<file path="src/verilog/loop_cfg_pkg.sv">
// register map, field layout and decode constants for the loop configuration bank
package loop_cfg_pkg;
  localparam int addr_w = 8;
  localparam int data_w = 8;
  localparam logic [7:0] timing_lock_setup_addr = 8'h11;
  localparam logic [7:0] freq_detector_control_addr = 8'h12;
  localparam logic [7:0] carrier_alpha_noise_control_addr = 8'h13;
  localparam logic [7:0] carrier_beta_phase_select_addr = 8'h14;
  localparam logic [7:0] carrier_lock_threshold_addr = 8'h15;
  localparam logic [7:0] gain_loop_integrator_addr = 8'h16;
  localparam logic [7:0] timing_lock_indicator_addr = 8'h17;
  localparam logic [7:0] timing_lock_setup_rst = 8'h88;
  localparam logic [7:0] freq_detector_control_rst = 8'hf7;
  localparam logic [7:0] carrier_alpha_noise_control_rst = 8'h88;
  localparam logic [7:0] carrier_beta_phase_select_rst = 8'h5c;
  localparam logic [7:0] carrier_lock_threshold_rst = 8'h14;
  // freq_detector_control fields
  localparam int fd_couple_bit = 7;
  localparam int fd_gain_hi = 6;
  localparam int fd_gain_lo = 4;
  localparam int fd_mode_hi = 3;
  localparam int fd_mode_lo = 2;
  localparam int fd_thr_hi = 1;
  localparam int fd_thr_lo = 0;
  // carrier_alpha_noise_control fields
  localparam int derot_bit = 7;
  localparam int noise_hi = 5;
  localparam int noise_lo = 4;
  localparam int alpha_b_hi = 3;
  localparam int alpha_b_lo = 1;
  localparam int alpha_a_bit = 0;
  // carrier_beta_phase_select fields
  localparam int algo_hi = 7;
  localparam int algo_lo = 6;
  localparam int beta_e_hi = 5;
  localparam int beta_e_lo = 2;
  localparam int beta_c_bit = 1;
  localparam int beta_d_bit = 0;
  // detector disable thresholds per code
  localparam logic signed [7:0] fd_thr_code0 = -8'sd16;
  localparam logic signed [7:0] fd_thr_code1 = -8'sd32;
  localparam logic signed [7:0] fd_thr_code2 = -8'sd48;
  localparam logic signed [7:0] fd_thr_code3 = -8'sd64;
  // noise averaging length in symbols, one k taken as 1024
  localparam int noise_len_w = 19;
  localparam logic [18:0] noise_len_code0 = 19'h01000;
  localparam logic [18:0] noise_len_code1 = 19'h04000;
  localparam logic [18:0] noise_len_code2 = 19'h10000;
  localparam logic [18:0] noise_len_code3 = 19'h40000;
  typedef enum logic [1:0] {algo_bpsk, algo_qpsk_1, algo_qpsk_2, algo_reserved} phase_algo_t;
endpackage

</file>
<file path="src/verilog/loop_cfg_if.sv">
// raw register fields passed from the register bank to the field decoder
interface loop_cfg_if;
  logic [1:0] fd_thr_code;
  logic [1:0] noise_code;
  logic [1:0] algo_code;
  logic signed [7:0] lock_value;
  logic signed [7:0] fd_threshold;
  logic [18:0] noise_len;
  loop_cfg_pkg::phase_algo_t algo;
  logic algo_valid;
  logic fd_reached;
  modport bank (output fd_thr_code, output noise_code, output algo_code, output lock_value,
                input fd_threshold, input noise_len, input algo, input algo_valid,
                input fd_reached);
  modport dec (input fd_thr_code, input noise_code, input algo_code, input lock_value,
               output fd_threshold, output noise_len, output algo, output algo_valid,
               output fd_reached);
endinterface

</file>
<file path="src/verilog/loop_field_decode.sv">
// combinational decode of threshold, averaging length and phase detector codes
module loop_field_decode (
  loop_cfg_if.dec cfg
);
  always_comb begin
    case (cfg.fd_thr_code)
      2'h0: cfg.fd_threshold = loop_cfg_pkg::fd_thr_code0;
      2'h1: cfg.fd_threshold = loop_cfg_pkg::fd_thr_code1;
      2'h2: cfg.fd_threshold = loop_cfg_pkg::fd_thr_code2;
      default: cfg.fd_threshold = loop_cfg_pkg::fd_thr_code3;
    endcase
  end

  // lock value falls as lock improves, so reaching means at or below
  always_comb begin
    cfg.fd_reached = (cfg.lock_value <= cfg.fd_threshold);
  end

  always_comb begin
    case (cfg.noise_code)
      2'h0: cfg.noise_len = loop_cfg_pkg::noise_len_code0;
      2'h1: cfg.noise_len = loop_cfg_pkg::noise_len_code1;
      2'h2: cfg.noise_len = loop_cfg_pkg::noise_len_code2;
      default: cfg.noise_len = loop_cfg_pkg::noise_len_code3;
    endcase
  end

  always_comb begin
    cfg.algo = loop_cfg_pkg::phase_algo_t'(cfg.algo_code);
    case (cfg.algo_code)
      2'h3: cfg.algo_valid = 1'b0;
      default: cfg.algo_valid = 1'b1;
    endcase
  end
endmodule

</file>
<file path="src/verilog/carrier_timing_loop_config_regs.sv">
// configuration and status registers for the timing and carrier recovery loops
// Contract
// - bit 7 couples frequency detector
// - bits 6:4 give detector gain coefficient
// - detector disabled at selected lock threshold
// - noise averaging 4k to 256k symbols
// - alpha field splits into b and a
// - bits 7:6 select phase detector algorithm
// - lock threshold compared as signed number
// - gain integrator readable as signed byte
module carrier_timing_loop_config_regs (
  // clock and reset
  input wire logic ref_clk,
  input wire logic rst,
  // host register port
  input wire logic [7:0] reg_addr,
  input wire logic reg_wr,
  input wire logic [7:0] reg_wdata,
  input wire logic reg_rd,
  output logic [7:0] reg_rdata,
  output logic reg_rvalid,
  // status from the loops
  input wire logic signed [7:0] agc1_integrator,
  input wire logic [7:0] timing_lock_quality,
  input wire logic signed [7:0] carrier_lock_value,
  // loop controls
  output logic [7:0] timing_lock_setup_value,
  output logic fd_coupled,
  output logic [2:0] fd_gain,
  output logic [1:0] fd_mode_bits,
  output logic signed [7:0] fd_threshold,
  output logic derotator_on,
  output logic [18:0] noise_avg_len,
  output logic [2:0] alpha_car_b,
  output logic alpha_car_a,
  output loop_cfg_pkg::phase_algo_t phase_algo,
  output logic phase_algo_valid,
  output logic [3:0] beta_car_e,
  output logic beta_car_c,
  output logic beta_car_d,
  output logic carrier_locked
);
  logic [7:0] timing_lock_setup;
  logic [7:0] freq_detector_control;
  logic [7:0] carrier_alpha_noise_control;
  logic [7:0] carrier_beta_phase_select;
  logic [7:0] carrier_lock_threshold;
  logic [7:0] next_rdata;

  // one address decode shared by the write paths and the read mux
  typedef enum logic [2:0] {
    sel_setup,
    sel_fd,
    sel_alpha,
    sel_beta,
    sel_lock_thr,
    sel_integrator,
    sel_indicator,
    sel_none
  } reg_sel_t;

  function automatic reg_sel_t decode_addr(logic [7:0] a);
    case (a)
      loop_cfg_pkg::timing_lock_setup_addr: decode_addr = sel_setup;
      loop_cfg_pkg::freq_detector_control_addr: decode_addr = sel_fd;
      loop_cfg_pkg::carrier_alpha_noise_control_addr: decode_addr = sel_alpha;
      loop_cfg_pkg::carrier_beta_phase_select_addr: decode_addr = sel_beta;
      loop_cfg_pkg::carrier_lock_threshold_addr: decode_addr = sel_lock_thr;
      loop_cfg_pkg::gain_loop_integrator_addr: decode_addr = sel_integrator;
      loop_cfg_pkg::timing_lock_indicator_addr: decode_addr = sel_indicator;
      default: decode_addr = sel_none;
    endcase
  endfunction

  reg_sel_t sel;

  assign sel = decode_addr(reg_addr);

  loop_cfg_if cfg ();

  assign cfg.fd_thr_code =
    freq_detector_control[loop_cfg_pkg::fd_thr_hi:loop_cfg_pkg::fd_thr_lo];
  assign cfg.noise_code =
    carrier_alpha_noise_control[loop_cfg_pkg::noise_hi:loop_cfg_pkg::noise_lo];
  assign cfg.algo_code =
    carrier_beta_phase_select[loop_cfg_pkg::algo_hi:loop_cfg_pkg::algo_lo];
  assign cfg.lock_value = carrier_lock_value;

  loop_field_decode u_decode (
    .cfg(cfg.dec)
  );

  // software may write any value; recommended contents are its duty
  always_ff @(posedge ref_clk) begin
    if (rst) begin
      timing_lock_setup <= loop_cfg_pkg::timing_lock_setup_rst;
    end else if (reg_wr && sel == sel_setup) begin
      timing_lock_setup <= reg_wdata;
    end
  end

  always_ff @(posedge ref_clk) begin
    if (rst) begin
      freq_detector_control <= loop_cfg_pkg::freq_detector_control_rst;
    end else if (reg_wr && sel == sel_fd) begin
      freq_detector_control <= reg_wdata;
    end
  end

  // bit 6 is kept as written but drives nothing
  always_ff @(posedge ref_clk) begin
    if (rst) begin
      carrier_alpha_noise_control <= loop_cfg_pkg::carrier_alpha_noise_control_rst;
    end else if (reg_wr && sel == sel_alpha) begin
      carrier_alpha_noise_control <= reg_wdata;
    end
  end

  always_ff @(posedge ref_clk) begin
    if (rst) begin
      carrier_beta_phase_select <= loop_cfg_pkg::carrier_beta_phase_select_rst;
    end else if (reg_wr && sel == sel_beta) begin
      carrier_beta_phase_select <= reg_wdata;
    end
  end

  always_ff @(posedge ref_clk) begin
    if (rst) begin
      carrier_lock_threshold <= loop_cfg_pkg::carrier_lock_threshold_rst;
    end else if (reg_wr && sel == sel_lock_thr) begin
      carrier_lock_threshold <= reg_wdata;
    end
  end

  // read mux; read-only and unmapped writes are dropped, unmapped reads give zero
  always_comb begin
    case (sel)
      sel_setup: next_rdata = timing_lock_setup;
      sel_fd: next_rdata = freq_detector_control;
      sel_alpha: next_rdata = carrier_alpha_noise_control;
      sel_beta: next_rdata = carrier_beta_phase_select;
      sel_lock_thr: next_rdata = carrier_lock_threshold;
      sel_integrator: next_rdata = agc1_integrator;
      sel_indicator: next_rdata = timing_lock_quality;
      default: next_rdata = 8'h00;
    endcase
  end

  always_ff @(posedge ref_clk) begin
    if (rst) begin
      reg_rdata <= 8'h00;
      reg_rvalid <= 1'b0;
    end else begin
      reg_rvalid <= reg_rd;
      if (reg_rd) begin
        reg_rdata <= next_rdata;
      end
    end
  end

  // frequency detector controls, one cycle behind the register
  always_ff @(posedge ref_clk) begin
    if (rst) begin
      fd_coupled <= 1'b0;
      fd_gain <= 3'h0;
      fd_mode_bits <= 2'h0;
      fd_threshold <= 8'sh00;
    end else begin
      fd_coupled <= freq_detector_control[loop_cfg_pkg::fd_couple_bit]
                    && !cfg.fd_reached;
      fd_gain <=
        freq_detector_control[loop_cfg_pkg::fd_gain_hi:loop_cfg_pkg::fd_gain_lo];
      fd_mode_bits <= freq_detector_control[loop_cfg_pkg::fd_mode_hi:loop_cfg_pkg::fd_mode_lo];
      fd_threshold <= cfg.fd_threshold;
    end
  end

  // carrier alpha, derotator and noise estimator controls
  always_ff @(posedge ref_clk) begin
    if (rst) begin
      derotator_on <= 1'b0;
      noise_avg_len <= 19'h00000;
      alpha_car_b <= 3'h0;
      alpha_car_a <= 1'b0;
    end else begin
      derotator_on <= carrier_alpha_noise_control[loop_cfg_pkg::derot_bit];
      noise_avg_len <= cfg.noise_len;
      alpha_car_b <=
        carrier_alpha_noise_control[loop_cfg_pkg::alpha_b_hi:loop_cfg_pkg::alpha_b_lo];
      alpha_car_a <= carrier_alpha_noise_control[loop_cfg_pkg::alpha_a_bit];
    end
  end

  // phase detector and beta fields; reserved algorithm passed on but flagged
  always_ff @(posedge ref_clk) begin
    if (rst) begin
      phase_algo <= loop_cfg_pkg::algo_bpsk;
      phase_algo_valid <= 1'b0;
      beta_car_e <= 4'h0;
      beta_car_c <= 1'b0;
      beta_car_d <= 1'b0;
    end else begin
      phase_algo <= cfg.algo;
      phase_algo_valid <= cfg.algo_valid;
      beta_car_e <=
        carrier_beta_phase_select[loop_cfg_pkg::beta_e_hi:loop_cfg_pkg::beta_e_lo];
      beta_car_c <= carrier_beta_phase_select[loop_cfg_pkg::beta_c_bit];
      beta_car_d <= carrier_beta_phase_select[loop_cfg_pkg::beta_d_bit];
    end
  end

  // lock judged on signed compare; lock value falls as lock improves
  always_ff @(posedge ref_clk) begin
    if (rst) begin
      carrier_locked <= 1'b0;
    end else begin
      carrier_locked <= (carrier_lock_value <= $signed(carrier_lock_threshold));
    end
  end

  // setup copy for the timing loop, registered so the pin never glitches
  always_ff @(posedge ref_clk) begin
    if (rst) begin
      timing_lock_setup_value <= 8'h00;
    end else begin
      timing_lock_setup_value <= timing_lock_setup;
    end
  end
endmodule

</file>
<file path="config.mk">
export PLATFORM = sky130hd
export DESIGN_NAME = carrier_timing_loop_config_regs
export DESIGN_NICKNAME = d
export VERILOG_FILES = /design/src/verilog/loop_cfg_pkg.sv /design/src/verilog/loop_cfg_if.sv /design/src/verilog/loop_field_decode.sv /design/src/verilog/carrier_timing_loop_config_regs.sv
export SDC_FILE = /design/constraint.sdc
export NUM_CORES = 1
export LEC_CHECK = 0
export BUFFER_PORTS_ARGS = -buffer_cell sky130_fd_sc_hd__buf_2
export CAP_MARGIN = 10
export CORE_UTILIZATION = 51
export CTS_CLUSTER_SIZE = 12
export DETAILED_ROUTE_END_ITERATION = 6
export PLACE_DENSITY = 0.79
export SYNTH_ARGS = -nofsm -noshare
export SYNTH_HDL_FRONTEND = slang
export SYNTH_SLANG_ARGS = --single-unit
</file>
<file path="constraint.sdc">
create_clock -name ref_clk -period 2.7 [get_ports ref_clk]
set_clock_uncertainty 0.05 [all_clocks]
set_input_delay 0.54 -clock ref_clk [delete_from_list [all_inputs] [get_ports ref_clk]]
set_output_delay 0.54 -clock ref_clk [all_outputs]
set_load 0.03 [all_outputs]
</file>
==> results of run 1 <==
## worst max-delay path: cells and delay by family
kind	cells	cell delay [ns]
AND/OR/NAND/NOR	3	1.39
buffers and inverters	1	0.11
multiplexers	1	0.26
## final timing paths
| check | from | to | slack (ns) | cells past startpoint |
|---|---|---|---|---|
| max | reg_addr[5] | carrier_lock_threshold[5] | 0.59 | 5 |
| min | carrier_lock_value[7] | fd_coupled | 0.35 | 2 |
| max reg2reg | carrier_lock_threshold[3] | carrier_locked | 1.22 | 6 |
| min reg2reg | reg_rdata[3] | reg_rdata[3] | 0.43 | 2 |
## layout by cell type, fill, tap and decap left out, drive strengths merged, types with 13 or more instances in the layout
master,Yosys,routed
a21oi,18,18
buf,30,99
conb,1,19
dfxtp,85,85
inv,13,16
mux2i,13,13
nand2,17,17
nor2,30,30
nor2b,41,41
nor3,19,19
## stage by stage
stage	power (uW)	cells	instance area, um^2	util (%)
after floorplan	1490	378	3618	-
after global placement	1547	514	3996	59.15
after detailed placement	1552	514	3996	59.15
after CTS	2458	530	4200	62.17
after global routing	2538	530	4200	62.17
final	2449	530	4200	62.17
## routing by layer
layer | vias up | part of all wire [%]
met5 | - | 0
met3 | 18 | 8.2
met4 | 0 | 2.2
li1 | 1384 | -
met2 | 138 | 49
met1 | 1347 | 41
## layout make-up
class                   instances  area [um^2]
multi-input cells             237         1625
clock inverters                 6        66.31
inverters                      13        48.80
well taps                      80        100.1
flip-flops and latches         85         1702
repair buffers                 99        520.5
fillers                       565         2556
clock buffers                  10        137.6
## cell usage after synthesis, drive strengths merged (3+ instances only)
master / n / share of area (%)
nor4: 3 / 0.70
ha: 10 / 3.5
inv: 13 / 1.4
mux2: 10 / 3.2
dfxtp: 85 / 48
nand3: 4 / 0.56
mux2i: 13 / 3.7
clkbuf: 13 / 1.4
nand2: 17 / 1.8
nor2b: 41 / 7.2
buf: 30 / 5.6
o31ai: 8 / 1.7
mux4: 8 / 5.1
o21ai: 8 / 1.1
a221oi: 9 / 2.2
nor3: 19 / 2.7
a21oi: 18 / 2.5
nor2: 30 / 3.2
## registers in the layout, indices dropped and copies added (netlist names), 2 cells and up
| name | count |
|---|---|
| timing_lock_setup | 8 |
| phase_algo | 2 |
| carrier_alpha_noise_control | 8 |
| alpha_car_b | 3 |
| carrier_lock_threshold | 8 |
| carrier_beta_phase_select | 8 |
| timing_lock_setup_value | 8 |
| freq_detector_control | 8 |
| fd_mode_bits | 2 |
| fd_threshold | 3 |
| beta_car_e | 4 |
| fd_gain | 3 |
| reg_rdata | 8 |
| noise_avg_len | 4 |
## cell families after synthesis
family | count (synthesis) | synth area share [%]
other cells | 1 | 0.1056
compound gates | 51 | 9.303
fa+ha+maj | 10 | 3.524
buf+inv | 56 | 8.386
flops | 85 | 47.92
mux | 31 | 11.91
simple gates | 126 | 18.85
## power groups by stage
| stage | clock, uW | sequential [uW] | combinational, uW |
|---|---|---|---|
| finish | 924 | 1270 | 252 |
| global route | 992 | 1270 | 272 |
| CTS | 934 | 1270 | 251 |
| detailed placement | 0 | 1300 | 249 |
| global placement | 0 | 1300 | 245 |
| floorplan | 0 | 1340 | 155 |
==> flow_metrics.py, run 1 <==
metrics = {
    "route": {
        "wl_mm": 8.559,
        "dr.pass1.iters": 4,
        "ant_nets": 0,
        "detail_route.vias_per_cell": 5.447,
        "drc_errors": 0,
        "vias": 2887,
        "wl_per_cell_um": 16.15,
        "drtIter0Drc": 183,
    },
    "pwr": {
        "intPower_uw": 1811,
        "leakagePower_uw": 0.001948,
        "peakVddDrop_v": 0.0003508,
        "combPwrFrac_pct": 10.3,
        "p_sw_uw": 638.3,
        "p_clk_share_pct": 37.7,
        "seq_power_share_pct": 52.0,
        "power.density_nw_per_um2": 583.1,
        "p_sw_share_pct": 26.06,
    },
    "clocking": {
        "clk_pin_slew_ns": 0.08,
        "root_buffer": "clkbuf_8",
        "clock_latency_ns": 0.36,
        "htreeDepth": 3,
        "clk_path_buf_depth": 2,
        "post_cts_buffers": 0,
        "cts_tree": "yes",
        "ctsResizeCount": 0,
        "hold_buffers": 0,
        "cts.sinks": 85,
        "cts_buffers": 9,
    },
    "floorplan": {
        "rows": 30,
        "fp.dieW_um": 85.44,
        "start_util_pct": 52.56,
        "core_um2": 6756,
        "die_h_um": 85.44,
        "die_area_um2": 7300,
        "num_io_pins": 109,
    },
    "cells_and_area": {
        "nets": 499,
        "drive_gt1_share_pct": 30.67,
        "antennaDiodeCount": 0,
        "area_growth_pct": 18.29,
    },
    "placement": {
        "hpwl_mm": 5.929,
        "dp_slack_ns": 0.2347,
        "place_congestion": 0.8457,
        "io_buffers": 89,
    },
    "sta": {
        "slew_violations": 0,
        "worst_slack_ns": 0.5885,
        "setup_viol": 0,
        "holdWs_ns": 0.3468,
        "timing.final.crit_share_pct": 78.20,
        "maxSlewHeadroom_pct": 50.62,
        "rsz0062_at_grt": "no",
        "tightest_slew_ns": 0.7380,
        "finalHoldViolCount": 0,
        "setup_tns_ns": 0,
        "fin_crit_ns": 2.112,
        "fmax_mhz": 473.6,
    },
    "global_routing": {
        "grt_usage_pct": 24.64,
        "grt_use_met3_pct": 5.447,
        "grt_pass1_vias": 2769,
        "grt_start_max_net_pins": 42,
        "grt_pass1_wl_mm": 13.56,
        "overflow": 0,
        "met1_usage_pct": 30.83,
        "antenna_found_initial": 0,
        "use_met2_pct": 40.29,
        "top_usage_layer": "met2",
    },
    "critical_path": {
        "crit_chain": "buf_2 > or4b_4 > or4b_1 > mux2i_1 > nor2_1",
        "crit_type": "in -> reg",
        "endpoint_kind": "flop",
        "critPathRequiredTime_ns": 2.89,
        "crit_path_max_fanout": 12,
        "startpoint_type": "primary input",
        "critPathSlowestCell": "or4b_1",
        "slowest_delay_ns": 0.76,
        "cp.arrival_ns": 2.30,
    },
    "yosys": {
        "yosysSeqAreaShare_pct": 47.92,
        "ys.flop_type": "dfxtp_1",
        "yosys.cell_types.count": 36,
        "synth_warnings": 0,
        "synth_area_um2": 3551,
        "synth_area_per_cell_um2": 9.864,
        "syn-instance-count": 360,
        "synth.ff_latch_count": 85,
        "synth-edff-count": 0,
        "async_flop_share_pct": 0,
    },
    "outcome": {
        "status": "finished, final reports clean",
    },
    "run": {
        "drv_cap": 0,
    },
    "worst_hold_path": {
        "hold_path_class": "in -> reg",
    },
}
(Power assumes the default switching activity.)
==> run 2, diff against run 1 <==
--- a/config.mk
+++ b/config.mk
@@ -5,12 +5,13 @@
 export SDC_FILE = /design/constraint.sdc
 export NUM_CORES = 1
 export LEC_CHECK = 0
+export ABC_AREA = 1
 export BUFFER_PORTS_ARGS = -buffer_cell sky130_fd_sc_hd__buf_2
 export CAP_MARGIN = 10
-export CORE_UTILIZATION = 51
+export CORE_UTILIZATION = 47
 export CTS_CLUSTER_SIZE = 12
 export DETAILED_ROUTE_END_ITERATION = 6
-export PLACE_DENSITY = 0.79
+export PLACE_DENSITY = 0.76
 export SYNTH_ARGS = -nofsm -noshare
 export SYNTH_HDL_FRONTEND = slang
 export SYNTH_SLANG_ARGS = --single-unit
==> constraint.sdc (replaced) <==
create_clock -name ref_clk -period 1.85 [get_ports ref_clk]
set_clock_uncertainty 0.05 [all_clocks]
set_input_delay 0.37 -clock ref_clk [delete_from_list [all_inputs] [get_ports ref_clk]]
set_output_delay 0.37 -clock ref_clk [all_outputs]
set_load 0.03 [all_outputs]
==> flow_metrics.py, run 2 <==
metrics = {
    "cells_and_area": {
        "fill_cells": 756,
        "multi_input_area_um2": 1713,
        "regArea_um2": 1702,
        "drive_gt1_share_pct": 26.16,
        "area_growth_pct": 15.69,
        "final_cell_mix": "nand2_1 (89), buf_2 (89), dfxtp_1 (85), nor2_1 (57), inv_1 (50)",
        "antennaDiodeCount": 0,
        "nets": 630,
    },
    "floorplan": {
        "start_util_pct": 49.34,
        "die_area_um2": 8563,
        "num_io_pins": 109,
        "core_um2": 7807,
        "rows": 32,
        "fp.dieW_um": 92.54,
        "die_h_um": 92.54,
    },
    "yosys": {
        "post-synth-top-area-cell": "dfxtp_1",
        "async_flop_share_pct": 0,
        "synth.ff_latch_count": 85,
        "synth_area_leaders": "dfxtp_1 (44%), nand2_1 (8.7%), nand3_1 (6.4%)",
        "synth_top_cells_by_count": "nand2_1 (89), dfxtp_1 (85), nor2_1 (57)",
        "synth_warnings": 0,
        "yosysSeqAreaShare_pct": 44.17,
        "ys.flop_type": "dfxtp_1",
        "synth_area_per_cell_um2": 7.814,
        "yosysMostFrequentCell": "nand2_1",
        "synth_top_area_share_pct": 44.17,
        "syn-instance-count": 493,
        "synth-edff-count": 0,
        "synth_area_um2": 3852,
        "yosys.cell_types.count": 34,
    },
    "pwr": {
        "p_sw_share_pct": 26.79,
        "combPwrFrac_pct": 10.0,
        "p_clk_share_pct": 37.2,
        "intPower_uw": 2575,
        "peakVddDrop_v": 0.0004773,
        "power.density_nw_per_um2": 789.2,
        "seq_power_share_pct": 52.9,
        "p_sw_uw": 942.4,
        "leakagePower_uw": 0.002177,
    },
    "sta": {
        "fmax_mhz": 685.1,
        "worst_slack_ns": 0.3904,
        "timing.final.crit_share_pct": 78.90,
        "setup_viol": 0,
        "maxSlewHeadroom_pct": 65.09,
        "fin_crit_ns": 1.460,
        "finalHoldViolCount": 0,
        "slew_violations": 0,
        "tightest_slew_ns": 0.5231,
        "rsz0062_at_grt": "no",
        "setup_tns_ns": 0,
    },
    "critical_path": {
        "startpoint_type": "flop",
        "critPathRequiredTime_ns": 2.03,
        "r2r_slack_ns": 0.39,
        "crit_path_max_fanout": 3,
        "crit_type": "reg -> reg",
        "endpoint_kind": "flop",
        "cp.arrival_ns": 1.64,
    },
    "clocking": {
        "clock_latency_ns": 0.36,
        "ctsResizeCount": 0,
        "post_cts_buffers": 0,
        "hold_buffers": 0,
        "clk_path_buf_depth": 2,
        "clk_pin_slew_ns": 0.08,
        "htreeDepth": 3,
        "root_buffer": "clkbuf_8",
        "cts_tree": "yes",
        "cts.sinks": 85,
        "cts_buffers": 9,
    },
    "global_routing": {
        "grt_pass1_wl_mm": 15.34,
        "grt_start_max_net_pins": 70,
        "grt_pass1_vias": 3275,
        "grt_usage_pct": 23.03,
        "overflow": 0,
        "antenna_found_initial": 0,
    },
    "route": {
        "dr.pass1.iters": 5,
        "wl_per_cell_um": 13.61,
        "vias": 3367,
        "ant_nets": 0,
        "drc_errors": 0,
        "detail_route.vias_per_cell": 4.930,
        "drtIter0Drc": 240,
        "wl_mm": 9.296,
    },
    "placement": {
        "hpwl_mm": 6.950,
        "place_congestion": 0.8585,
        "io_buffers": 89,
        "dp_slack_ns": 0.2302,
    },
    "outcome": {
        "status": "finished, final reports clean",
    },
    "worst_hold_path": {
        "hold_path_class": "in -> reg",
    },
    "run": {
        "drv_cap": 0,
    },
}
==> run 2: cell count changes after synthesis, moves of 9 or more <==
| cell | change |
|---|---|
| a21oi_1 | +16 |
| a21oi_2 | +15 |
| a221oi_1 | -9 |
| inv_1 | +37 |
| mux2_2 | -10 |
| mux2i_1 | -13 |
| nand2_1 | +72 |
| nand3_1 | +45 |
| nor2_1 | +27 |
| nor2b_1 | -41 |
| nor3_1 | -15 |
| o21ai_0 | +11 |
==> run 2: through the flow <==
step,hold WS [ns],cells,total power (uW),cell area (um^2),utilization [%]
after global placement,0.3946,667,2244,4259,54.55
final,0.1740,683,3517,4457,57.08
after CTS,0.1617,683,3536,4457,57.08
after global routing,0.1731,683,3666,4457,57.08
after detailed placement,0.3961,667,2250,4259,54.55
after floorplan,0.3634,511,2164,3920,-
==> run 2: path summary, 6_finish.rpt <==
path,end,from,cells after the start
max,carrier_locked,carrier_lock_threshold[3],9
max reg2reg,carrier_locked,carrier_lock_threshold[3],9
min reg2reg,timing_lock_setup_value[0],timing_lock_setup[0],2
min,fd_coupled,carrier_lock_value[7],2
==> run 2: logic make-up (layout without fill, tap and decap cells) <==
kind of cell | count (synthesis) | after routing | share of synthesized area [%]
AND/OR/NAND/NOR | 222 | 222 | 27.09
other | 1 | 19 | 0.09734
AO/OA/AOI/OAI | 79 | 79 | 12.28
adder cells (fa/ha/maj) | 10 | 10 | 3.248
flip-flops | 85 | 85 | 44.17
buffers and inverters | 96 | 166 | 13.12
==> run 2: layer usage <==
layer | track usage [%] | vias to the layer above | share of wire (%)
li1 | - | 1704 | -
met1 | 29.38 | 1501 | 45
met2 | 37.35 | 137 | 45
met3 | 5.583 | 25 | 7.8
met4 | 9.115 | 0 | 2.8
met5 | 0 | - | 0
==> run 2: power by group through the flow <==
stage	combinational (uW)	clock, uW	sequential [uW]
6_report	351	1310	1860
5_1_grt	381	1420	1860
4_1_cts	349	1330	1860
3_5_place_dp	348	0	1900
3_3_place_gp	341	0	1900
2_1_floorplan	214	0	1950
==> run 2: cell type report <==
type / count / area share (%)
sequential: 85 / 38.18
clock inverter: 7 / 1.656
multi-input combinational: 330 / 38.43
clock buffer: 9 / 2.779
inverter: 57 / 4.857
timing repair buffer: 93 / 11.23
tap: 102 / 2.864
==> run 2: worst max-delay path, cell delays in order, from the launching register on <==
cell	delay (ns)
dfxtp_1	0.37
inv_1	0.07
ha_1	0.29
nand2_1	0.08
o21ai_0	0.21
nand2_1	0.08
nand2_1	0.06
nand2_1	0.04
nand2_1	0.05
a21oi_1	0.05
==> run 3, diff against run 2 <==
--- a/config.mk
+++ b/config.mk
@@ -8,10 +8,10 @@
 export ABC_AREA = 1
 export BUFFER_PORTS_ARGS = -buffer_cell sky130_fd_sc_hd__buf_2
 export CAP_MARGIN = 10
-export CORE_UTILIZATION = 47
+export CORE_UTILIZATION = 52
 export CTS_CLUSTER_SIZE = 12
 export DETAILED_ROUTE_END_ITERATION = 6
-export PLACE_DENSITY = 0.76
+export PLACE_DENSITY = 0.8
 export SYNTH_ARGS = -nofsm -noshare
 export SYNTH_HDL_FRONTEND = slang
 export SYNTH_SLANG_ARGS = --single-unit
==> constraint.sdc (replaced) <==
create_clock -name ref_clk -period 1.5 [get_ports ref_clk]
set_clock_uncertainty 0.05 [all_clocks]
set_input_delay 0.3 -clock ref_clk [delete_from_list [all_inputs] [get_ports ref_clk]]
set_output_delay 0.3 -clock ref_clk [all_outputs]
set_load 0.03 [all_outputs]
==> flow_metrics.py, run 3 (synthesized netlist as in run 2, its figures left out) <==
metrics = {
    "outcome": {
        "status": "finished, final reports clean",
    },
    "global_routing": {
        "met1_usage_pct": 30.41,
        "grt_use_met3_pct": 6.315,
        "grt_pass1_wl_mm": 14.48,
        "overflow": 0,
        "top_usage_layer": "met2",
        "antenna_found_initial": 0,
        "grt_usage_pct": 24.85,
        "grt_pass1_vias": 3135,
        "use_met2_pct": 42.07,
        "grt_start_max_net_pins": 37,
    },
    "critical_path": {
        "critPathSlowestCell": "dfxtp_1",
        "crit_chain": "inv_1 > ha_1 > a21oi_1 > o21a_1 > nand2_1 > nand2_1 > nand2_1 > a21oi_1",
        "crit_path_max_fanout": 3,
        "slowest_delay_ns": 0.39,
        "cp.arrival_ns": 1.64,
        "startpoint_type": "flop",
        "crit_type": "reg -> reg",
        "critPathRequiredTime_ns": 1.74,
        "endpoint_kind": "flop",
        "cpMostUsedCell": "nand2_1",
    },
    "clocking": {
        "clk_path_buf_depth": 2,
        "clock_latency_ns": 0.35,
        "cts.sinks": 85,
        "hold_buffers": 0,
        "post_cts_buffers": 0,
        "cts_buffers": 9,
        "root_buffer": "clkbuf_8",
        "ctsResizeCount": 0,
        "cts_tree": "yes",
        "clk_pin_slew_ns": 0.08,
        "htreeDepth": 3,
    },
    "cells_and_area": {
        "area_growth_pct": 16.99,
        "nets": 635,
        "multi_input_area_um2": 1713,
        "final_cell_count_no_fill": 685,
        "fill_cells": 651,
        "regArea_um2": 1702,
        "drive_gt1_share_pct": 26.62,
        "final_cell_mix": "nand2_1 (89), buf_2 (89), dfxtp_1 (85), nor2_1 (57), inv_1 (50)",
        "antennaDiodeCount": 0,
        "postLayoutCellArea_um2": 4507,
    },
    "sta": {
        "fin_crit_ns": 1.403,
        "timing.final.crit_share_pct": 93.54,
        "slew_violations": 0,
        "fmax_mhz": 712.7,
        "setup_viol": 0,
        "finalHoldViolCount": 0,
        "rsz0062_at_grt": "no",
        "worst_slack_ns": 0.09693,
    },
    "route": {
        "wl_mm": 9.198,
        "wl_per_cell_um": 13.43,
        "dr.pass1.iters": 5,
        "drtIter0Drc": 213,
        "detail_route.vias_per_cell": 4.999,
        "drc_errors": 0,
        "ant_nets": 0,
        "vias": 3424,
    },
    "floorplan": {
        "rows": 31,
        "die_area_um2": 7756,
        "core_um2": 7214,
        "start_util_pct": 53.40,
        "num_io_pins": 109,
        "fp.dieW_um": 88.07,
        "die_h_um": 88.07,
    },
    "pwr": {
        "power.density_nw_per_um2": 965.6,
        "leakagePower_uw": 0.002206,
        "combPwrFrac_pct": 10.2,
        "intPower_uw": 3227,
        "p_clk_share_pct": 37.1,
        "p_sw_share_pct": 25.84,
        "peakVddDrop_v": 0.0005835,
        "p_sw_uw": 1124,
        "power_uw": 4352,
        "seq_power_share_pct": 52.7,
    },
    "run": {
        "drv_cap": 0,
    },
    "placement": {
        "io_buffers": 89,
        "dp_slack_ns": -0.03061,
        "placed_cell_area_um2": 4305,
        "place_congestion": 0.8865,
        "placed_cells": 669,
        "hpwl_mm": 6.900,
    },
    "worst_hold_path": {
        "hold_path_class": "in -> reg",
    },
}
run 3: routing by layer:
metal,share of wire (%),up-vias
met4,2.0,0
met1,44,1538
li1,-,1718
met3,7.1,21
met5,0,-
met2,47,147
run 3: metrics by stage:
stage	TNS [ns]	util [%]	hold WS, ns
4_1_cts	0	62.47	0.1015
5_1_grt	0	62.47	0.1095
3_5_place_dp	-0.04923	59.68	0.3924
6_report	0	62.47	0.1083
2_1_floorplan	0	-	0.3478
3_3_place_gp	-0.01260	59.68	0.3941
run 3: power by group through the flow:
stage	Clock [uW]	Combinational (uW)	Sequential, uW
after floorplan	0	264	2400
after global placement	0	431	2350
after detailed placement	0	440	2350
after CTS	1640	442	2290
after global routing	1730	480	2300
final	1610	444	2290
run 3: final timing paths:
| check | slack [ns] | cells after the start | start | endpoint |
|---|---|---|---|---|
| hold / removal | 0.11 | 2 | carrier_lock_value[7] | fd_coupled |
| hold reg to reg | 0.40 | 2 | timing_lock_setup[1] | timing_lock_setup_value[1] |
| setup reg to reg | 0.1 | 8 | carrier_lock_threshold[5] | carrier_locked |
| setup / recovery | 0.1 | 8 | carrier_lock_threshold[5] | carrier_locked |
run 3: final cells by class:
class	instances	area share [%]
Tap cell	99	2.748
Timing Repair Buffer	98	12.22
Sequential cell	85	37.76
Inverter	57	4.803
Clock buffer	11	3.137
Multi-Input combinational cell	330	38.01
Clock inverter	5	1.333
run 3: critical path, delay by kind of cell, from the launching register on:
kind                       cells  cell delay (ns)
and+or+nand+nor                3             0.14
buffers and inverters          1             0.07
adders and majority gates      1             0.29
DFF                            1             0.39
AOI/OAI and AO/OA              3             0.40
